## src/shared/bit_skip_pkg.sv

```systemverilog
// package: opcodes, addressing constants and carriers for the bit-test-skip execution block
package bit_skip_pkg;
  localparam logic [3:0] OPC_SKIP_WHEN_CLEAR = 4'hB;
  localparam logic [3:0] OPC_SKIP_WHEN_SET = 4'hA;
  localparam int OPC_MSB = 15;
  localparam int OPC_LSB = 12;
  localparam int BIT_MSB = 11;
  localparam int BIT_LSB = 9;
  localparam int ACC_POS = 8;
  localparam logic [7:0] INDEXED_LIMIT = 8'h5F;
  localparam logic [7:0] ACCESS_SPLIT = 8'h60;
  localparam logic [3:0] ACCESS_HIGH_BANK = 4'hF;
  localparam logic [3:0] BANK_RESET = 4'h0;
  localparam logic [1:0] PHASE_RESET = 2'h0;
  localparam logic [1:0] PHASE_LAST = 2'h3;

  typedef enum logic [1:0] {
    ADDR_BANKED = 2'h0,
    ADDR_ACCESS = 2'h1,
    ADDR_INDEXED = 2'h2
  } addr_mode_t;

  typedef struct packed {
    logic [11:0] addr;
    addr_mode_t mode;
  } file_req_t;

  typedef struct packed {
    logic valid;
    logic [15:0] word;
  } fetch_t;
endpackage

```

## src/rtl/bit_test_skip_exec.sv

```systemverilog
// module: execution of the two bit-test-and-skip instructions, one per instruction cycle
`timescale 1ns/1ps
// How it works
// - skip-when-set skips the next instruction when the tested bit is 1.
// - a taken skip discards the prefetched word and runs a no-operation.
// - a taken skip makes the test take two instruction cycles.
// - access bit 0 addresses the access bank, ignoring the bank selector, except in the indexed case below.
// - access bit 1 uses the bank selector to pick the register bank.
// - access 0 with extended set and address up to 95 uses indexed offset.
module bit_test_skip_exec
  import bit_skip_pkg::*;
(
  // clock and reset
  input wire logic clk_sys,
  input wire logic rst,
  // instruction stream, one word per instruction cycle
  input fetch_t fetch,
  input wire logic [3:0] bank_selector,
  input wire logic ext_set_en,
  input wire logic [11:0] index_base,
  // data memory read
  input wire logic [7:0] file_rdata,
  output logic [11:0] file_addr_reg,
  output logic file_rd_reg,
  output addr_mode_t addr_mode_reg,
  // results
  output logic [1:0] phase_reg,
  output logic skip_reg,
  output logic nop_reg,
  output logic busy_reg
);
  // ----------------------------------------
  // phase and state
  // ----------------------------------------
  typedef enum logic [2:0] {
    ST_IDLE = 3'b001,
    ST_TEST = 3'b010,
    ST_FLUSH = 3'b100
  } state_t;

  state_t state_reg;
  logic is_test;
  logic want_set_reg;
  logic [2:0] bit_sel_reg;
  logic bit_val;
  logic take;
  file_req_t req;

  function automatic logic is_bit_test(input logic [15:0] w);
    is_bit_test = (w[OPC_MSB:OPC_LSB] == OPC_SKIP_WHEN_SET) ||
                  (w[OPC_MSB:OPC_LSB] == OPC_SKIP_WHEN_CLEAR);
  endfunction

  file_addr_resolve u_resolve (
    .file_addr(fetch.word[7:0]),
    .access_sel(fetch.word[ACC_POS]),
    .bank_selector(bank_selector),
    .ext_set_en(ext_set_en),
    .index_base(index_base),
    .req(req)
  );

  assign is_test = fetch.valid && is_bit_test(fetch.word);
  assign bit_val = file_rdata[bit_sel_reg];
  // want_set picks polarity: set form tests for 1, clear form for 0
  assign take = (bit_val == want_set_reg);

  // four q phases make one instruction cycle; decisions land on the last
  always_ff @(posedge clk_sys or posedge rst) begin
    if (rst) begin
      phase_reg <= PHASE_RESET;
    end else begin
      phase_reg <= phase_reg + 2'h1;
    end
  end

  // ----------------------------------------
  // sequencing
  // ----------------------------------------
  always_ff @(posedge clk_sys or posedge rst) begin
    if (rst) begin
      state_reg <= ST_IDLE;
    end else if (phase_reg == PHASE_LAST) begin
      unique case (state_reg)
        ST_IDLE: begin
          if (is_test) begin
            state_reg <= ST_TEST;
          end
        end
        ST_TEST: begin
          // taken skip adds a cycle for the forced no-operation
          state_reg <= take ? ST_FLUSH : (is_test ? ST_TEST : ST_IDLE);
        end
        ST_FLUSH: begin
          // the swallowed word went by in the decision cycle; the word fetched
          // during the nop is a real instruction and must be decoded
          state_reg <= is_test ? ST_TEST : ST_IDLE;
        end
      endcase
    end
  end

  // operand capture at the end of the decode cycle
  always_ff @(posedge clk_sys or posedge rst) begin
    if (rst) begin
      want_set_reg <= 1'b0;
      bit_sel_reg <= 3'h0;
      file_addr_reg <= 12'h000;
      addr_mode_reg <= ADDR_BANKED;
      file_rd_reg <= 1'b0;
    end else if (phase_reg == PHASE_LAST) begin
      file_rd_reg <= 1'b0;
      // only the word that arrives with a taken skip is dropped, never the next one
      if (is_test && !(state_reg == ST_TEST && take)) begin
        want_set_reg <= (fetch.word[OPC_MSB:OPC_LSB] == OPC_SKIP_WHEN_SET);
        bit_sel_reg <= fetch.word[BIT_MSB:BIT_LSB];
        file_addr_reg <= req.addr;
        addr_mode_reg <= req.mode;
        file_rd_reg <= 1'b1;
      end
    end
  end

  // ----------------------------------------
  // results
  // ----------------------------------------
  always_ff @(posedge clk_sys or posedge rst) begin
    if (rst) begin
      skip_reg <= 1'b0;
      nop_reg <= 1'b0;
      busy_reg <= 1'b0;
    end else if (phase_reg == PHASE_LAST) begin
      skip_reg <= (state_reg == ST_TEST) && take;
      nop_reg <= (state_reg == ST_TEST) && take;
      busy_reg <= (state_reg == ST_TEST) && take;
    end
  end

  // ----------------------------------------
  // checks: skip decision
  // ----------------------------------------
  a_set_skips: assert property (@(posedge clk_sys) disable iff (rst)
    (phase_reg == PHASE_LAST && state_reg == ST_TEST && want_set_reg && bit_val)
    |=> skip_reg) else $error("set bit did not skip");
  a_clear_skips: assert property (@(posedge clk_sys) disable iff (rst)
    (phase_reg == PHASE_LAST && state_reg == ST_TEST && !want_set_reg && !bit_val)
    |=> skip_reg) else $error("clear bit did not skip");
  a_no_false_skip: assert property (@(posedge clk_sys) disable iff (rst)
    (phase_reg == PHASE_LAST && state_reg == ST_TEST && bit_val != want_set_reg)
    |=> !skip_reg) else $error("skip without matching bit");
  a_skip_after_read: assert property (@(posedge clk_sys) disable iff (rst)
    $rose(skip_reg) |-> $past(file_rd_reg)) else $error("skip without a file read");
  a_rd_follows_test: assert property (@(posedge clk_sys) disable iff (rst)
    (phase_reg == PHASE_LAST && is_test && state_reg == ST_IDLE)
    |=> file_rd_reg) else $error("test word not read");
  a_no_rd_idle: assert property (@(posedge clk_sys) disable iff (rst)
    (phase_reg == PHASE_LAST && !is_test)
    |=> !file_rd_reg) else $error("read without a test word");

  // ----------------------------------------
  // checks: discard and forced no-operation
  // ----------------------------------------
  // a skip swallows exactly one word; the word arriving during the nop is decoded
  a_skip_nop: assert property (@(posedge clk_sys) disable iff (rst)
    $rose(skip_reg) |-> nop_reg && state_reg == ST_FLUSH) else $error("skip without nop");
  a_nop_is_skip: assert property (@(posedge clk_sys) disable iff (rst)
    nop_reg == skip_reg) else $error("nop and skip disagree");
  a_flush_no_rd: assert property (@(posedge clk_sys) disable iff (rst)
    (phase_reg == PHASE_LAST && state_reg == ST_TEST && take)
    |=> !file_rd_reg && $stable(file_addr_reg)) else $error("discarded word decoded");
  a_nop_no_read: assert property (@(posedge clk_sys) disable iff (rst)
    state_reg == ST_FLUSH |-> !file_rd_reg) else $error("read during nop");
  a_flush_decodes: assert property (@(posedge clk_sys) disable iff (rst)
    (phase_reg == PHASE_LAST && state_reg == ST_FLUSH && is_test)
    |=> file_rd_reg && state_reg == ST_TEST) else $error("word after nop lost");

  // ----------------------------------------
  // checks: instruction cycle timing
  // ----------------------------------------
  // every result stands for one whole instruction cycle of four phases
  a_flush_len: assert property (@(posedge clk_sys) disable iff (rst)
    $rose(nop_reg) |-> nop_reg [*4] ##1 !nop_reg) else $error("nop not one cycle");
  a_busy_len: assert property (@(posedge clk_sys) disable iff (rst)
    $rose(busy_reg) |-> busy_reg [*4] ##1 !busy_reg) else $error("busy not one cycle");
  a_skip_len: assert property (@(posedge clk_sys) disable iff (rst)
    $rose(skip_reg) |-> skip_reg [*4] ##1 !skip_reg) else $error("skip not one cycle");
  a_rd_len: assert property (@(posedge clk_sys) disable iff (rst)
    $rose(file_rd_reg) |-> file_rd_reg [*4]) else $error("read request cut short");
  a_phase_wrap: assert property (@(posedge clk_sys) disable iff (rst)
    phase_reg == PHASE_LAST |=> phase_reg == PHASE_RESET) else $error("phase count broken");
  a_skip_on_phase: assert property (@(posedge clk_sys) disable iff (rst)
    $changed(skip_reg) |-> $past(phase_reg) == PHASE_LAST) else $error("skip moved off phase");
  a_addr_stands: assert property (@(posedge clk_sys) disable iff (rst)
    phase_reg != PHASE_LAST |=> $stable(file_addr_reg) && $stable(addr_mode_reg))
    else $error("address changed inside a cycle");
  a_state_onehot: assert property (@(posedge clk_sys) disable iff (rst)
    $onehot(state_reg)) else $error("state code illegal");

  // ----------------------------------------
  // checks: file addressing
  // ----------------------------------------
  // operands are captured on the decode edge only, so results are checked a clock later
  a_access_bank: assert property (@(posedge clk_sys) disable iff (rst)
    (phase_reg == PHASE_LAST && is_test && state_reg == ST_IDLE && !fetch.word[ACC_POS]
     && !ext_set_en) |=> addr_mode_reg == ADDR_ACCESS) else $error("access bank not used");
  a_access_split: assert property (@(posedge clk_sys) disable iff (rst)
    addr_mode_reg == ADDR_ACCESS |-> file_addr_reg[11:8] ==
    ((file_addr_reg[7:0] < ACCESS_SPLIT) ? BANK_RESET : ACCESS_HIGH_BANK))
    else $error("access bank half wrong");
  a_banked_addr: assert property (@(posedge clk_sys) disable iff (rst)
    (phase_reg == PHASE_LAST && is_test && state_reg == ST_IDLE && fetch.word[ACC_POS])
    |=> file_addr_reg[11:8] == $past(bank_selector)) else $error("bank selector ignored");
  a_banked_mode: assert property (@(posedge clk_sys) disable iff (rst)
    (phase_reg == PHASE_LAST && is_test && state_reg == ST_IDLE && fetch.word[ACC_POS])
    |=> addr_mode_reg == ADDR_BANKED) else $error("banked mode missed");
  a_indexed: assert property (@(posedge clk_sys) disable iff (rst)
    (phase_reg == PHASE_LAST && is_test && state_reg == ST_IDLE && !fetch.word[ACC_POS]
     && ext_set_en && fetch.word[7:0] <= INDEXED_LIMIT)
    |=> addr_mode_reg == ADDR_INDEXED) else $error("indexed mode missed");

  // ----------------------------------------
  // coverage of the main scenarios
  // ----------------------------------------
  c_skip_set: cover property (@(posedge clk_sys) $rose(skip_reg) && want_set_reg);
  c_skip_clear: cover property (@(posedge clk_sys) $rose(skip_reg) && !want_set_reg);
  c_indexed: cover property (@(posedge clk_sys) addr_mode_reg == ADDR_INDEXED && file_rd_reg);
  c_no_skip: cover property (@(posedge clk_sys) state_reg == ST_TEST && !take);
  c_word_after_nop: cover property (@(posedge clk_sys)
    phase_reg == PHASE_LAST && state_reg == ST_FLUSH && is_test);
endmodule

```

## src/rtl/file_addr_resolve.sv

```systemverilog
// module: resolves a file operand into a full data address and mode
`timescale 1ns/1ps
module file_addr_resolve
  import bit_skip_pkg::*;
(
  // operand
  input wire logic [7:0] file_addr,
  input wire logic access_sel,
  // core state
  input wire logic [3:0] bank_selector,
  input wire logic ext_set_en,
  input wire logic [11:0] index_base,
  // result
  output file_req_t req
);
  always_comb begin
    if (!access_sel && ext_set_en && file_addr <= INDEXED_LIMIT) begin
      // indexed literal offset: base pointer plus literal
      req.addr = 12'(index_base + {4'h0, file_addr});
      req.mode = ADDR_INDEXED;
    end else if (!access_sel) begin
      // the low 96 addresses map to bank 0, the other 160 to the special register bank
      req.addr = (file_addr < ACCESS_SPLIT) ? {BANK_RESET, file_addr}
                                            : {ACCESS_HIGH_BANK, file_addr};
      req.mode = ADDR_ACCESS;
    end else begin
      req.addr = {bank_selector, file_addr};
      req.mode = ADDR_BANKED;
    end
  end
endmodule

```

## config.mk

```make
export PLATFORM = sky130hd
export DESIGN_NAME = bit_test_skip_exec
export DESIGN_NICKNAME = d
export VERILOG_FILES = /design/src/shared/bit_skip_pkg.sv /design/src/rtl/bit_test_skip_exec.sv /design/src/rtl/file_addr_resolve.sv
export SDC_FILE = /design/constraint.sdc
export NUM_CORES = 1
export LEC_CHECK = 0
export BUFFER_PORTS_ARGS = -buffer_cell sky130_fd_sc_hd__buf_2
export CAP_MARGIN = 20
export CORE_ASPECT_RATIO = 1.25
export CORE_MARGIN = 2
export CORE_UTILIZATION = 30
export DETAILED_ROUTE_END_ITERATION = 10
export GPL_ROUTABILITY_DRIVEN = 0
export PLACE_DENSITY = 0.53
export SYNTH_ARGS = -nofsm -noshare
export SYNTH_HDL_FRONTEND = slang
export SYNTH_SLANG_ARGS = --single-unit
```

## constraint.sdc

```tcl
create_clock -name clk_sys -period 2.55 [get_ports clk_sys]
set_input_delay 0.1275 -clock clk_sys [delete_from_list [all_inputs] [get_ports clk_sys]]
set_output_delay 0.1275 -clock clk_sys [all_outputs]
set_load 0.005 [all_outputs]
```

==> summary.txt <==
Drt
  • DR pass1 iterations: 4
  • Vias/cell: 5.013
  • WL/cell: 12.78 um
  • Starting DRT DRC Count: 41
  • Detail Route Antenna Nets: 0
  • Final Routed Wirelength: 4.038 mm
  • Via count of the routed design: 1584
  • DR DRC count: 0

Synth
  • Syn Area/Cell: 9.036 um^2
  • Largest family of logic cells by synthesized area: compound AO/OA/AOI/OAI gates
  • Synth Warn #: 0
  • Gate Count Post-Synth: 189
  • Post-synth cell types: 51
  • Post-synth net total: 243
  • Most used DFF post-synth: dfrtp_1
  • Synth Area in Simple Gates: 17.66%
  • Number of flops mapped to enable cells by yosys: 0
  • Register bit total from synthesis: 25
  • Post-synthesis sequential area ratio: 36.70%
  • Mapped Area: 0.001708 mm^2
  • Mux contribution to synthesized area: 8.571%
  • Synth Area in Adders: 7.766%
  • Post-synth ARST share: 100.0%
  • Synth Area in Compound Gates: 21.83%
  • XOR/XNOR share of the synthesized area: 1.465%

Finish
  • Area Growth Syn to Fin: 26.89%
  • Antenna diodes: 0
  • Commonest non-fill, non-tap cell in the layout: buf_2
  • Nets: 307
  • Most frequent cells in the layout: buf_2 (63), dfrtp_1 (24), nor2_1 (22)
  • Largest register FFs: 12
  • Layout cells sized above 1: 32.14%

Timing
  • Slew Viols, Final: 0
  • Min Tclk post-route: 2.332 ns
  • Worst-margin pin slew: 0.3533 ns
  • Slew HR: 75.83%
  • Setup Viol. Count Final: 0
  • Setup_tns: 0 ns
  • Final setup margin: 0.2176 ns
  • Min Hold Slack: 0.02668 ns
  • RSZ-0062 raised after global routing: false
  • Final period util: 91.47%
  • Final Hold Viols: 0
  • Peak Freq: 428.7 MHz
  • Clock Skew: 0.004065 ns

Clock tree
  • Sink Count: 25
  • Clock Path Buffers: 2
  • CTS root buffer: clkbuf_8
  • CTS H-Tree Depth: 1
  • Postcts setup bufs: 0
  • Clk Latency, worst-skew pair: 0.26 ns
  • TritonCTS clock tree: yes
  • Clock slew seen by the registers of the worst setup and hold paths: 0.09 ns
  • CTS Buf Count: 3

Floorplan
  • Core footprint: 0.005480 mm^2
  • Die height: 88.36 um
  • Num rows: 30
  • Die X: 71.49 um
  • Initial Utilization: 31.16%
  • I/O pin total: 64
  • Die Area: 0.006316 mm^2

Worst setup path
  • Delay of the slowest critical-path stage: 0.58 ns
  • R2R Path End: addr_mode_reg[1]
  • R2R Path Start: bit_sel_reg[1]
  • Buffers and inverters on the worst path: 1
  • CP Cell Sequence: mux4_1, mux2i_2, xor2_2, a211oi_4, buf_12, mux2_2
  • CP startpoint kind: flip-flop
  • CP Capture Type: flip-flop
  • CP Data Arrival Time: 2.49 ns
  • Stages on the worst setup path: 6
  • Crit path max-delay family: multiplexers
  • Crit Path Max Fanout: 32
  • CP endpoint: addr_mode_reg[1]
  • CP max stage cell: mux4_1
  • Critical Path RT: 2.71 ns
  • Crit path kind: reg -> reg
  • Reg2Reg Setup Slack: 0.22 ns
  • Worst reg2reg path depth: 6
  • Worst setup startpoint: bit_sel_reg[1]

Global routing
  • Global-route wire length before repair: 6.672 mm
  • Initial antenna violation count: 0
  • Gr ovfl total: 0
  • Vias in the first global route: 1465
  • Global Route Usage Sum: 13.29%
  • Largest net degree at the start of global routing: 33

Min path
  • HP Start: fetch[12]
  • Worst min path class: in -> reg

Flow run
  • Maxcap violations: 0

Power and ir drop
  • LEAKAGE: 1.052 nW
  • Net Switching: 0.2977 mW
  • Sequential power share: 47.3%
  • Clk pwr share: 23.1%
  • Total chip power: 1.007 mW
  • Net Sw Frac: 29.56%
  • Comb pwr share: 29.6%
  • P per Cell Area: 464.8 mW/mm^2
  • Int Pwr: 0.7096 mW
  • Peak supply drop: 0.1813 mV

Outcome
  • Status: finished, final reports clean

Placement
  • DPL Wire Length: 3.210 mm
  • Count of input and output buffers: 63
  • Dpl ws: 0.2096 ns
## layer usage
layer	wire length [um]	vias up	track usage, %
met4	64	0	5.660
met2	1964	46	22.47
li1	-	810	-
met3	257	4	1.822
met1	1751	724	17.02
met5	0	-	0
## worst min-delay path by stage
| stage | depth (start not counted) | end | slack (ns) |
|---|---|---|---|
| 5_1_grt | 2 | want_set_reg | 0.02 |
| 3_3_place_gp | 2 | want_set_reg | 0.32 |
| 2_1_floorplan | 1 | addr_mode_reg[0] | 0.15 |
| 3_5_place_dp | 2 | want_set_reg | 0.31 |
| 4_1_cts | 2 | want_set_reg | 0.03 |
| 6_report | 2 | want_set_reg | 0.03 |
## worst register-to-register path: cells and delay by family (launching register included)
kind	cells	cell delay, ns
buffers and inverters	1	0.22
AOI/OAI and AO/OA	1	0.30
DFF	1	0.40
xor gates and xnor gates	1	0.16
muxes	3	1.15
## power by group through the flow
stage	Sequential [mW]	Clock, mW	Combinational, mW
finish	0.477	0.232	0.298
global route	0.483	0.260	0.338
CTS	0.479	0.236	0.296
detailed placement	0.487	0	0.295
global placement	0.486	0	0.292
floorplan	0.483	0	0.175
## synth_stat cells (all sizes together), types with 2 or more instances
| cell | number | area, um^2 |
|---|---|---|
| clkbuf | 2 | 7.510 |
| nor2 | 22 | 82.58 |
| a21oi | 19 | 95.09 |
| o21a | 5 | 37.54 |
| and3 | 2 | 12.51 |
| dfrtp | 24 | 600.6 |
| mux2i | 3 | 33.78 |
| nor2b | 3 | 18.77 |
| nor3 | 6 | 30.03 |
| mux2 | 5 | 63.81 |
| a21o | 3 | 22.52 |
| nand2 | 11 | 41.29 |
| inv | 13 | 48.80 |
| buf | 6 | 46.28 |
| a31oi | 6 | 37.54 |
| ha | 9 | 112.6 |
| mux4 | 2 | 48.80 |
| or3 | 2 | 12.51 |
| a211oi | 4 | 35.03 |
| nand3 | 7 | 35.03 |
| o21ai | 12 | 60.06 |
## timing repair
action                                 CTS  global route
endpoints found under the hold margin    0            24
resized for setup                        0             0
hold buffers                             0             1
## final cells by class
type	count	area, um^2
clock buffers	4	45.04
fillers	572	3313
inverters	13	48.80
multi-input cells	143	985.9
flip-flops and latches	25	626.9
well taps	64	80.08
repair buffers	67	380.4
## stage by stage
step                      cell area, um^2  utilization [%]  std cells
after global placement               2085            38.04        310
after detailed placement             2085            38.04        310
after global routing                 2167            39.54        316
after CTS                            2130            38.86        314
after floorplan                      1708                -        189
final                                2167            39.54        316
## cells by family after synthesis
group | Yosys count
fa+ha+maj | 10
flops | 25
compound gates | 59
buf+inv | 21
simple gates | 62
xor+xnor | 2
mux | 10
(Power assumes the default switching activity.)
